==> src/hw/dmaar_pkg.sv <==
// Constants shared by the DMA channel address register set
package dmaar_pkg;

   localparam int DMAAR_CHANS  = 4;
   localparam int DMAAR_ADDR_W = 28;
   localparam int DMAAR_DATA_W = 16;
   localparam int DMAAR_HI_W   = 12;

   // Byte addresses of the registers, element n belongs to channel n
   localparam logic [3:0][31:0] DMAAR_SRC_LO_ADDR = {
      32'hFFFFF098, 32'hFFFFF090, 32'hFFFFF088, 32'h0FFFF680};
   localparam logic [3:0][31:0] DMAAR_SRC_HI_ADDR = {
      32'hFFFFF09C, 32'hFFFFF094, 32'hFFFFF08C, 32'hFFFFF084};
   localparam logic [3:0][31:0] DMAAR_DST_LO_ADDR = {
      32'hFFFFF0B8, 32'hFFFFF0B0, 32'hFFFFF0A8, 32'hFFFFF0A0};
   localparam logic [3:0][31:0] DMAAR_DST_HI_ADDR = {
      32'hFFFFF0BC, 32'hFFFFF0B4, 32'hFFFFF0AC, 32'hFFFFF0A4};
   localparam logic [3:0][31:0] DMAAR_CTL_ADDR = {
      32'hFFFFF0CC, 32'hFFFFF0C8, 32'hFFFFF0C4, 32'hFFFFF0C0};
   localparam logic [31:0] DMAAR_STATUS_ADDR = 32'hFFFFF0E0;

   // Field positions
   localparam int DMAAR_TRANSFER_TYPE_BIT_BIT        = 0;
   localparam int DMAAR_STAT_SPEND_LSB  = 0;
   localparam int DMAAR_STAT_DPEND_LSB  = 4;
   localparam int DMAAR_STAT_BUSY_LSB   = 8;
   localparam int DMAAR_STAT_FLYBY_LSB  = 12;

   // Reset values
   localparam logic [27:0] DMAAR_ADDR_RST  = 28'h0000000;
   localparam logic [15:0] DMAAR_RDATA_RST = 16'h0000;
   localparam logic [3:0]  DMAAR_FLYBY_RST = 4'h0;

endpackage : dmaar_pkg

==> src/hw/dmaar_stage.sv <==
// Two-stage address buffer: staged value written by software, working value
module dmaar_stage (
   input  wire logic        ref_clk,
   input  wire logic        rst_n,
   input  wire logic        wr_lo,
   input  wire logic        wr_hi,
   input  wire logic [15:0] wdata,
   input  wire logic        busy,
   input  wire logic        done,
   output logic      [27:0] staged,
   output logic      [27:0] working,
   output logic             pending
);

   typedef struct packed {
      logic [27:0] staged_r;
      logic [27:0] working_r;
      logic        pend_r;
   } dmaar_stage_t;

   dmaar_stage_t cur_r;
   dmaar_stage_t cur_nxt;

   always_comb begin
      cur_nxt = cur_r;
      if (wr_lo) begin
         cur_nxt.staged_r[15:0] = wdata;
      end
      if (wr_hi) begin
         cur_nxt.staged_r[27:16] = wdata[11:0];
      end
      if (!busy) begin
         // Idle channel: a write takes effect at once
         cur_nxt.working_r = cur_nxt.staged_r;
         cur_nxt.pend_r    = 1'b0;
      end else if (done) begin
         // Completion promotes the next address, a same-cycle write included
         cur_nxt.working_r = cur_nxt.staged_r;
         cur_nxt.pend_r    = 1'b0;
      end else if (wr_lo || wr_hi) begin
         cur_nxt.pend_r = 1'b1;
      end
   end

   always_ff @(posedge ref_clk or negedge rst_n) begin
      if (!rst_n) begin
         cur_r.staged_r  <= dmaar_pkg::DMAAR_ADDR_RST;
         cur_r.working_r <= dmaar_pkg::DMAAR_ADDR_RST;
         cur_r.pend_r    <= 1'b0;
      end else begin
         cur_r <= cur_nxt;
      end
   end

   assign staged  = cur_r.staged_r;
   assign working = cur_r.working_r;
   assign pending = cur_r.pend_r;
endmodule : dmaar_stage

==> src/hw/dmaar_top.sv <==
// Four-channel DMA source and destination address register set

// Contract
// - Address registers are read and written only as whole 16-bit units.
// - Each of channels 0 to 3 holds a 28-bit destination address in two halves.
// - Destination storage is two-stage so the next address can be set mid-transfer.
// - In flyby mode the destination registers of that channel are disregarded.
// - The low source register holds source address bits 15 to 0.
// - In flyby mode the memory address comes from the source registers.
module dmaar_top (
   input  wire logic              ref_clk,
   input  wire logic              rst_n,
   input  wire logic [31:0]       reg_addr,
   input  wire logic [15:0]       reg_wdata,
   input  wire logic              reg_wr,
   input  wire logic              reg_rd,
   output logic      [15:0]       reg_rdata,
   input  wire logic [3:0]        xfer_busy,
   input  wire logic [3:0]        xfer_done,
   output logic      [3:0][27:0]  chan_src_addr,
   output logic      [3:0][27:0]  chan_dst_addr,
   output logic      [3:0]        chan_dst_valid,
   output logic      [3:0]        chan_flyby,
   output logic      [3:0][27:0]  chan_mem_addr
);

   typedef struct packed {
      logic [15:0] rdata_r;
      logic [3:0]  flyby_r;
   } dmaar_top_t;

   dmaar_top_t cur_r;
   dmaar_top_t cur_nxt;

   logic [3:0]       src_lo_wr;
   logic [3:0]       src_hi_wr;
   logic [3:0]       dst_lo_wr;
   logic [3:0]       dst_hi_wr;
   logic [3:0]       ctl_wr;
   logic [3:0]       src_pend;
   logic [3:0]       dst_pend;
   logic [3:0][27:0] src_stg;
   logic [3:0][27:0] src_wrk;
   logic [3:0][27:0] dst_stg;
   logic [3:0][27:0] dst_wrk;
   logic [15:0]      rd_sel;

   genvar n;
   generate
      for (n = 0; n < dmaar_pkg::DMAAR_CHANS; n++) begin : g_chan
         // Full 16-bit writes only: no byte lanes exist on this port
         assign src_lo_wr[n] = reg_wr &&
            (reg_addr == dmaar_pkg::DMAAR_SRC_LO_ADDR[n]);
         assign src_hi_wr[n] = reg_wr &&
            (reg_addr == dmaar_pkg::DMAAR_SRC_HI_ADDR[n]);
         assign dst_lo_wr[n] = reg_wr &&
            (reg_addr == dmaar_pkg::DMAAR_DST_LO_ADDR[n]);
         assign dst_hi_wr[n] = reg_wr &&
            (reg_addr == dmaar_pkg::DMAAR_DST_HI_ADDR[n]);
         assign ctl_wr[n]    = reg_wr &&
            (reg_addr == dmaar_pkg::DMAAR_CTL_ADDR[n]);

         dmaar_stage u_src (
            .ref_clk (ref_clk),
            .rst_n   (rst_n),
            .wr_lo   (src_lo_wr[n]),
            .wr_hi   (src_hi_wr[n]),
            .wdata   (reg_wdata),
            .busy    (xfer_busy[n]),
            .done    (xfer_done[n]),
            .staged  (src_stg[n]),
            .working (src_wrk[n]),
            .pending (src_pend[n])
         );

         dmaar_stage u_dst (
            .ref_clk (ref_clk),
            .rst_n   (rst_n),
            .wr_lo   (dst_lo_wr[n]),
            .wr_hi   (dst_hi_wr[n]),
            .wdata   (reg_wdata),
            .busy    (xfer_busy[n]),
            .done    (xfer_done[n]),
            .staged  (dst_stg[n]),
            .working (dst_wrk[n]),
            .pending (dst_pend[n])
         );

         assign chan_src_addr[n]  = src_wrk[n];
         // Flyby masks the destination so the engine cannot use it
         assign chan_dst_addr[n]  = cur_r.flyby_r[n] ?
            dmaar_pkg::DMAAR_ADDR_RST : dst_wrk[n];
         assign chan_dst_valid[n] = !cur_r.flyby_r[n];
         assign chan_mem_addr[n]  = cur_r.flyby_r[n] ?
            src_wrk[n] : dst_wrk[n];
      end
   endgenerate

   // Read mux; software sees the staged value it last wrote
   always_comb begin
      rd_sel = dmaar_pkg::DMAAR_RDATA_RST;
      for (int i = 0; i < dmaar_pkg::DMAAR_CHANS; i++) begin
         if (reg_addr == dmaar_pkg::DMAAR_SRC_LO_ADDR[i]) begin
            rd_sel = src_stg[i][15:0];
         end
         if (reg_addr == dmaar_pkg::DMAAR_SRC_HI_ADDR[i]) begin
            rd_sel = {4'h0, src_stg[i][27:16]};
         end
         if (reg_addr == dmaar_pkg::DMAAR_DST_LO_ADDR[i]) begin
            rd_sel = dst_stg[i][15:0];
         end
         if (reg_addr == dmaar_pkg::DMAAR_DST_HI_ADDR[i]) begin
            rd_sel = {4'h0, dst_stg[i][27:16]};
         end
         if (reg_addr == dmaar_pkg::DMAAR_CTL_ADDR[i]) begin
            rd_sel[dmaar_pkg::DMAAR_TRANSFER_TYPE_BIT_BIT] = cur_r.flyby_r[i];
         end
      end
      if (reg_addr == dmaar_pkg::DMAAR_STATUS_ADDR) begin
         rd_sel[dmaar_pkg::DMAAR_STAT_SPEND_LSB +: 4] = src_pend;
         rd_sel[dmaar_pkg::DMAAR_STAT_DPEND_LSB +: 4] = dst_pend;
         rd_sel[dmaar_pkg::DMAAR_STAT_BUSY_LSB  +: 4] = xfer_busy;
         rd_sel[dmaar_pkg::DMAAR_STAT_FLYBY_LSB +: 4] = cur_r.flyby_r;
      end
   end

   always_comb begin
      cur_nxt = cur_r;
      // Read data stand for exactly one cycle, zero otherwise
      cur_nxt.rdata_r = reg_rd ? rd_sel :
         dmaar_pkg::DMAAR_RDATA_RST;
      for (int i = 0; i < dmaar_pkg::DMAAR_CHANS; i++) begin
         if (ctl_wr[i]) begin
            cur_nxt.flyby_r[i] = reg_wdata[dmaar_pkg::DMAAR_TRANSFER_TYPE_BIT_BIT];
         end
      end
   end

   always_ff @(posedge ref_clk or negedge rst_n) begin
      if (!rst_n) begin
         cur_r.rdata_r <= dmaar_pkg::DMAAR_RDATA_RST;
         cur_r.flyby_r <= dmaar_pkg::DMAAR_FLYBY_RST;
      end else begin
         cur_r <= cur_nxt;
      end
   end

   assign reg_rdata  = cur_r.rdata_r;
   assign chan_flyby = cur_r.flyby_r;

   generate
      for (n = 0; n < dmaar_pkg::DMAAR_CHANS; n++) begin : g_chk

      end
   endgenerate
endmodule : dmaar_top

==> config.mk <==
export PLATFORM = sky130hd
export DESIGN_NAME = dmaar_top
export DESIGN_NICKNAME = d
export VERILOG_FILES = /design/src/hw/dmaar_pkg.sv /design/src/hw/dmaar_stage.sv /design/src/hw/dmaar_top.sv
export SDC_FILE = /design/constraint.sdc
export NUM_CORES = 1
export LEC_CHECK = 0
export ABC_CLOCK_PERIOD_IN_PS = 1600
export BUFFER_PORTS_ARGS = -buffer_cell sky130_fd_sc_hd__buf_2
export CORE_ASPECT_RATIO = 1.25
export CORE_MARGIN = 4
export CORE_UTILIZATION = 30
export DETAILED_ROUTE_END_ITERATION = 12
export PLACE_DENSITY = 0.48
export SYNTH_ARGS = -nofsm -noshare
export SYNTH_HDL_FRONTEND = slang
export SYNTH_SLANG_ARGS = --single-unit
==> constraint.sdc <==
create_clock -name ref_clk -period 1.6 [get_ports ref_clk]
set_clock_uncertainty 0.1 [all_clocks]
set_input_delay 0.08 -clock ref_clk [delete_from_list [all_inputs] [get_ports ref_clk]]
set_output_delay 0.08 -clock ref_clk [all_outputs]
set_load 0.05 [all_outputs]
Yosys cells after proc, flatten, opt, wreduce, memory -nomap -nowiden
Cells that the tools add are included.
Widths: inputs -> output; s select.
{"block": "word_totals", "regBits": 476, "in_bits": 60, "latch_bits": 0, "output_inout_bits": 360, "mem_bits_ro": 0, "wordCells": 172, "n_memories": 0, "mem_bits_rw": 0}
{"block": "classes", "muxes": 78, "n_eq_ne": 33, "magnitude_cmp": 0, "addsub": 0, "n_div": 0, "n_reduce_logical": 32, "n_shift": 0, "n_bitwise": 0, "mul": 0}
{"op": "$eq 32x32->1 const B", "count": 20}
{"op": "$mux 28", "count": 16}
{"op": "$mux 16", "count": 26}
{"op": "$mux 29", "count": 8}
{"op": "$mux 12", "count": 8}
{"op": "$eq 32x28->1 const B", "count": 1}
{"op": "$ne 3x1->1 const B", "count": 8}
{"op": "$logic_and 1x1->1", "count": 20}
{"op": "$mux 1", "count": 20}
{"op": "$logic_or 1x1->1", "count": 8}
{"op": "$ne 2x1->1 const B", "count": 4}
{"op": "$logic_not 1->1", "count": 4}

Longest topological paths before layout
Gate-level depths: netlist of run 1.
{"block": "depth", "ltp_word": 23, "mapped_depth": 11, "depth_no_buf": 8}

By module
From an unflattened synthesis of run 1, not the netlist that was laid out.
{"block": "unflattened", "hier_cells": 1700, "area_unflattened_um2": 22658.0}
{"mod": "dmaar_stage", "seq_area_each_um2": 1426.4, "n_inst": 8, "area_per_inst_um2": 2202.1, "cells_each": 122}
{"mod": "dmaar_top", "seq_area_each_um2": 500.5, "n_inst": 1, "area_per_inst_um2": 5041.1, "cells_each": 724}

Worst setup path before layout of run 1
Ideal clock, no wire load.
{"block": "synth_timing", "kind": "input-to-reg", "start": "input reg_addr[8]", "end": "register g_chan[3].u_src.cur_r, in the netlist g_chan[3].u_src.working[10]", "required_time_ns": 1.375, "path_slack_ns": -1.050, "t_arrival_ns": 2.425, "cell_stages": 8, "setup_time_ns": 0.125, "n_path_buf": 1, "cell_sequence": "or4_4 > nor4b_4 > nand3b_4 > nor3_4 > nand2_4 > buf_6 > mux2_4 > mux2_4"}
{"element": "start: declaration", "line_no": "dmaar_top.sv:13", "source": "input wire logic [31:0] reg_addr,"}
{"element": "end signal: assignment", "line_no": "dmaar_stage.sv:51", "source": "cur_r <= cur_nxt;"}
{"element": "end: declaration", "line_no": "dmaar_stage.sv:21", "source": "dmaar_stage_t cur_r;"}

==> out/metrics.cfg, run 1 <==
[route]
vias_per_cell = 5.283
drtIter0Drc = 1444
postRouteAntennaNets = 0
routed_wl_um = 107800
routedWlPerCell_um = 27.46
post-route-drc-count = 0
drt_pass1_iterations = 9
vias = 20741

[critical_path]
cp_slowest_cell = dfrtp_4
crit_top_cell = buf_12
startpoint_type = register
crit_arrival_ps = 1940
path_max_fanout = 7
end_kind = output pin
crit_required_ps = 1420
cpPeakStageDelay_ps = 550
crit_type = reg2out
cp_cell_sequence = buf_12 -> buf_12 -> buf_16 -> a21o_4 -> buf_8

[cts]
cts.clk_slew.worst_paths_ps = 70
h-tree-depth = 2
clockBufferDepth = 3
insertion_delay_ps = 610
cts_root_buffer = clkbuf_16
cts.sink_count = 476
cts_tree = yes
cts_buffers = 49

[floorplan]
start_util_pct = 30.45
pin_count = 420
coreArea_mm2 = 0.07119
design.die.area_mm2 = 0.07665
die_h_um = 308.5
die_w_um = 248.4
placementRows = 109

[power_and_ir_drop]
leakage_nw = 19.36
power_density_mw_per_mm2 = 735.9
ir_worst_vdd_mv = 0.5872
design_power_total_mw = 28.30

[logic_synthesis]
synth-main-ff-cell = dfrtp_1
syn_nets = 2211
synthCells = 2151
synth.avg_cell_area_um2 = 10.08
synth-edff-count = 0
ys_warn_count = 0
ys_ff_latch = 476
async_flop_share_pct = 100.0
syn_area_mm2 = 0.02168
ys_seq_area_share_pct = 54.95
netlist-cell-type-count = 55

[placed_design]
io_buffers = 419
place_congestion = 0.9272
dp_hpwl_um = 77040

[global_route]
antenna_found_initial = 6
grt_usage_pct = 26.94
overflow = 0
grt_max_degree = 73
grt_pass1_wl_um = 153900
grt_pass1_vias = 21490

[cells_and_area]
multi_input_area_mm2 = 0.01382
drive_gt1_share_pct = 60.41
n_fill_cell = 6093
register_area_mm2 = 0.01193
diodes = 0
final_cell_mix = dfrtp_1 (472), buf_4 (250), buf_8 (199), nor2_1 (184), buf_2 (178)
nets = 3005
fin_util_pct = 54.01
area.growth.synth_to_final_pct = 77.38
final_common_cell = dfrtp_1

[timing]
setup_ws_ps = -517.4
hold_violations = 0
finalSetupViolCount = 523
period_share_pct = 132.3
slew_viol_final = 0
tightestPinTransition_ps = 857.2
max_clock_freq_mhz = 472.3
min_period_ps = 2117
rsz0062_at_grt = true
whs_ps = 23.09
final.setup.tns_ps = -176990
relSlewSlack_pct = 42.86

[flow_run]
max_cap_violations = 0

[status]
violations = negative setup slack
outcome = complete, but fails checks

[min_path]
hold_path_class = in2reg

[repair_timing]
| item | 4_1_cts | 5_1_grt |
|---|---|---|
| gates cloned | 33 | 4 |
| hold endpoints to repair | 635 | 1 |
| endpoints found under the setup margin | 554 | 584 |
| gates resized for setup | 868 | 352 |
| setup buffers | 69 | 38 |
| hold buffers | 27 | 1 |
| pin swaps | 142 | 177 |
[power breakdown]
| group | switching [mW] | internal (mW) | total [mW] |
|---|---|---|---|
| Sequential | 0.206 | 12.2 | 12.4 |
| Combinational | 2.60 | 1.60 | 4.20 |
| Clock | 5.16 | 6.51 | 11.7 |
[registers in the layout, indices dropped and copies added, names as in the netlist]
register	flops
chan_flyby	4
g_chan.u_dst.pending	4
g_chan.u_dst.staged	112
g_chan.u_dst.working	112
g_chan.u_src.pending	4
g_chan.u_src.staged	112
g_chan.u_src.working	112
reg_rdata	16
[Yosys cell counts (18+ instances only)]
master,count,share of area (%)
a21oi_1,39,0.90
nor2b_1,112,3.2
a21o_1,113,3.9
a221oi_1,18,0.73
nand3_1,34,0.78
nand2_1,455,7.9
o22ai_1,30,0.87
nor2_1,197,3.4
clkbuf_1,120,2.1
mux2_2,134,7.0
o21ai_0,35,0.81
dfrtp_1,476,55
mux2_4,38,2.6
nor3_1,29,0.67
a31oi_1,146,4.2
[layer usage]
layer | part of all wire, % | GRT usage (%) | vias to the layer above
met4 | 3.1 | 5.729 | 0
li1 | - | - | 9207
met1 | 43 | 36.68 | 10741
met2 | 49 | 46.73 | 655
met5 | 0 | 0 | -
met3 | 4.9 | 3.195 | 138
[layout make-up]
class	instances	share of cell area, %
clock buffers	67	3.651
clock inverters	22	0.5402
inverters	8	0.1171
multi-input cells	1526	35.93
flip-flops and latches	476	31.02
well taps	943	3.069
repair buffers	884	25.67
[final timing paths]
kind	start	to	slack, ps	cells past startpoint
max	chan_flyby[2]$_DFFE_PN0P_	chan_mem_addr[81]	-520	5
min	reg_wdata[4]	g_chan[1].u_dst.staged[4]$_DFF_PN0_	20	3
max reg2reg	g_chan[0].u_src.staged[8]$_DFF_PN0_	reg_rdata[8]$_DFF_PN0_	-470	6
min reg2reg	g_chan[0].u_dst.staged[17]$_DFF_PN0_	g_chan[0].u_dst.staged[17]$_DFF_PN0_	400	2
max in group asynchronous	rst_n	g_chan[3].u_dst.staged[21]$_DFF_PN0_	890	4
min in group asynchronous	rst_n	g_chan[0].u_src.working[20]$_DFFE_PN0N_	60	3
[per-stage QoR]
| stage | instance area (um^2) | cells | setup slack, ps |
|---|---|---|---|
| 5_1_grt | 38450 | 3926 | -546.0 |
| 3_3_place_gp | 30320 | 3686 | -1668 |
| 3_5_place_dp | 30320 | 3686 | -1645 |
| 4_1_cts | 36650 | 3896 | -544.6 |
| 6_report | 38450 | 3926 | -517.4 |
| 2_1_floorplan | 24720 | 2151 | -1045 |
[cell families after synthesis]
group / synth area share (%)
mux: 9.593
simple gates: 18.62
buf+inv: 2.857
compound gates: 13.98
flops: 54.95
[worst max-delay path, delay by kind of cell (launching register included)]
kind	cells	cell delay (ps)
compound gates	1	200
buf+inv	4	560
flops	1	550
(Power assumes the default switching activity.)
==> inputs of run 2 (changes only) <==
--- a/config.mk
+++ b/config.mk
@@ -5,13 +5,13 @@
 export SDC_FILE = /design/constraint.sdc
 export NUM_CORES = 1
 export LEC_CHECK = 0
-export ABC_CLOCK_PERIOD_IN_PS = 1600
+export ABC_CLOCK_PERIOD_IN_PS = 2090
 export BUFFER_PORTS_ARGS = -buffer_cell sky130_fd_sc_hd__buf_2
 export CORE_ASPECT_RATIO = 1.25
 export CORE_MARGIN = 4
 export CORE_UTILIZATION = 30
 export DETAILED_ROUTE_END_ITERATION = 12
-export PLACE_DENSITY = 0.48
+export PLACE_DENSITY = 0.47
 export SYNTH_ARGS = -nofsm -noshare
 export SYNTH_HDL_FRONTEND = slang
 export SYNTH_SLANG_ARGS = --single-unit
==> constraint.sdc (replaced) <==
create_clock -name ref_clk -period 2.09 [get_ports ref_clk]
set_clock_uncertainty 0.1 [all_clocks]
set_input_delay 0.1045 -clock ref_clk [delete_from_list [all_inputs] [get_ports ref_clk]]
set_output_delay 0.1045 -clock ref_clk [all_outputs]
set_load 0.05 [all_outputs]
==> run 2 against run 1 <==
  * The run still ends with negative setup slack left
  * Via count shrank 6.4%
  * Final cell count shrank 4.2%
  * First-iteration DRC count shrank 1.6%
  * Combinational power shrank 43%
  * Utilization shrank 11 points
  * Count of clock-buffer cells in the layout shrank 1
  * Sequential power shrank 23%
  * Power shrank 24%
  * Sequential cell count is the same
  * Critical endpoint is now reg_rdata[13]$_DFF_PN0_
  * Largest cell class is now sequential cells
  * Highest routed layer unchanged
==> out/metrics.cfg, run 2 (synthesis results as in run 1) <==
[timing]
finalSetupViolCount = 3  ; -99%
period_share_pct = 100.9
setup_ws_ps = -18.93  ; +498.5 ps
max_clock_freq_mhz = 474.2
min_period_ps = 2109
rsz0062_at_grt = true
tightestPinTransition_ps = 916.5  ; +59.29 ps
whs_ps = 27.35  ; +4.257 ps
relSlewSlack_pct = 38.90  ; -4.0 points
slew_viol_final = 0  ; unchanged
hold_violations = 0  ; unchanged

[route]
routedWlPerCell_um = 26.22  ; -4.5%
routed_wl_um = 98600  ; -8.6%
vias_per_cell = 5.163  ; -2.3%
post-route-drc-count = 0  ; unchanged
postRouteAntennaNets = 0  ; unchanged
drtIter0Drc = 1421  ; -1.6%
drt_pass1_iterations = 5  ; -4
vias = 19414  ; -6.4%

[cells_and_area]
area.growth.synth_to_final_pct = 40.47
n_fill_cell = 6899  ; +13%
final_cell_mix = dfrtp_1 (472), nand2_1 (387), buf_2 (339), buf_4 (263), nor2_1 (193)
final_common_cell = dfrtp_1
nets = 2833  ; -5.7%
drive_gt1_share_pct = 43.77  ; -17 points
finalInstanceArea_mm2 = 0.03045  ; -21%

[power_and_ir_drop]
combPwrFrac_pct = 11.1  ; -3.7 points
power.share.clock_pct = 44.7  ; +3.5 points
sw_frac_of_total_pct = 27.33  ; -0.80 points
design_power_total_mw = 21.50  ; -24%
leakage_nw = 16.76  ; -13%
switchingPower_mw = 5.876  ; -26%
intPower_mw = 15.62  ; -23%
power_density_mw_per_mm2 = 706.1  ; -4.1%
p_seq_share_pct = 44.2  ; +0.3 points
ir_worst_vdd_mv = 0.5025  ; -14%

[floorplan]
start_util_pct = 30.45  ; unchanged
die_h_um = 308.5  ; unchanged
placementRows = 109  ; unchanged
design.die.area_mm2 = 0.07665  ; unchanged
die_w_um = 248.4  ; unchanged
coreArea_mm2 = 0.07119  ; unchanged
pin_count = 420  ; unchanged

[placed_design]
place_congestion = 0.9758  ; +5.2%
io_buffers = 419  ; unchanged
placed_area_mm2 = 0.02766  ; -8.8%
dp_hpwl_um = 74520  ; -3.3%
post-place-ws_ps = -1004  ; +640.7 ps

[cts]
cts.sink_count = 476  ; unchanged
insertion_delay_ps = 610  ; about the same
h-tree-depth = 2  ; unchanged
cts_root_buffer = clkbuf_16
cts.clk_slew.worst_paths_ps = 60  ; about the same
clockBufferDepth = 3  ; unchanged
cts_tree = yes
cts_buffers = 50  ; +2.0%

[global_route]
grt_pass1_vias = 20179  ; -6.1%
grt_usage_pct = 24.93  ; -2.0 points
antenna_found_initial = 3  ; -3
grt_pass1_wl_um = 142700  ; -7.3%
grt_max_degree = 115  ; +58%
overflow = 0  ; unchanged

[critical_path]
end_kind = register
crit_arrival_ps = 2540  ; +600 ps
path_max_fanout = 5  ; -2
rrSetupSlack_ps = 80  ; +550 ps
crit_type = in2reg
crit_required_ps = 2520  ; +1100 ps
startpoint_type = input pin

[flow_run]
max_cap_violations = 0  ; unchanged

[status]
violations = negative setup slack
outcome = complete, but fails checks

[min_path]
hold_path_class = in2reg

==> run 2: cell count changes in the layout (fill, tap and decap cells not counted), sizes merged, moves of 3 or more <==
cell         change
inv              +4
dlygate4sd3     -12
bufinv           +5
clkbuf          +35
nand2            -3
buf            -191
nand3            -4
==> run 2: path summary, 6_finish.rpt <==
check	start	end	depth (start not counted)
worst max-delay path	reg_addr[8]	reg_rdata[13]$_DFF_PN0_	12
worst min-delay path	reg_wdata[1]	g_chan[2].u_src.staged[17]$_DFF_PN0_	3
worst max register to register	g_chan[0].u_src.staged[17]$_DFF_PN0_	reg_rdata[1]$_DFF_PN0_	9
worst min register to register	g_chan[0].u_dst.staged[9]$_DFF_PN0_	g_chan[0].u_dst.staged[9]$_DFF_PN0_	2
max in group asynchronous	rst_n	g_chan[0].u_src.working[21]$_DFFE_PN0N_	4
min in group asynchronous	rst_n	g_chan[0].u_dst.working[1]$_DFFE_PN0N_	3
==> run 2: power groups by stage <==
stage | sequential, mW | combinational, mW | clock, mW
floorplan | 9.81 | 1.22 | 0
global placement | 9.67 | 2.32 | 0
detailed placement | 9.67 | 2.32 | 0
CTS | 9.50 | 2.39 | 9.81
global route | 9.51 | 2.54 | 10.2
finish | 9.50 | 2.40 | 9.61
==> run 2: final cells by class <==
cell class,count,area [um^2],share of cell area [%]
multi-input cells,1519,10340,33.94
well taps,943,1180,3.875
diodes,2,5.005,0.01644
repair buffers,718,5214,17.12
flip-flops and latches,476,11920,39.15
inverters,8,30.03,0.09862
clock inverters,28,362.8,1.192
clock buffers,66,1401,4.602
==> run 2: layer usage <==
metal	wire, um	part of all wire, %	track usage, %	vias to the layer above
li1	-	-	-	8825
met1	40920	42	31.51	9911
met2	50760	51	45.51	567
met3	3952	4.0	2.809	111
met4	2960	3.0	6.747	0
met5	0	0	0	-
==> run 2: what timing repair did <==
action | in CTS | in global routing
pin swaps | 9 | 14
cloned | 1 | 1
endpoints found under the setup margin | 141 | 109
hold buffers | 16 | 0
setup buffers | 12 | 5
endpoints found under the hold margin | 554 | 0
resized for setup | 86 | 90
==> run 2: through the flow <==
stage	util, %	setup TNS [ps]	std cells
2_1_floorplan	-	-47620	2151
3_3_place_gp	38.85	-165900	3630
3_5_place_dp	38.85	-173650	3630
4_1_cts	42.23	-1.695	3753
5_1_grt	42.77	-139.0	3758
6_report	42.77	-39.59	3760
==> run 2: critical path: stages <==
cell and delay (ps):
buf_6 90, or4_4 560, buf_4 180, nor3_4 160, buf_4 140, and4_4 240, buf_4 130, buf_12 100
a221o_1 190, a221oi_2 90, a221oi_2 370, buf_4 170
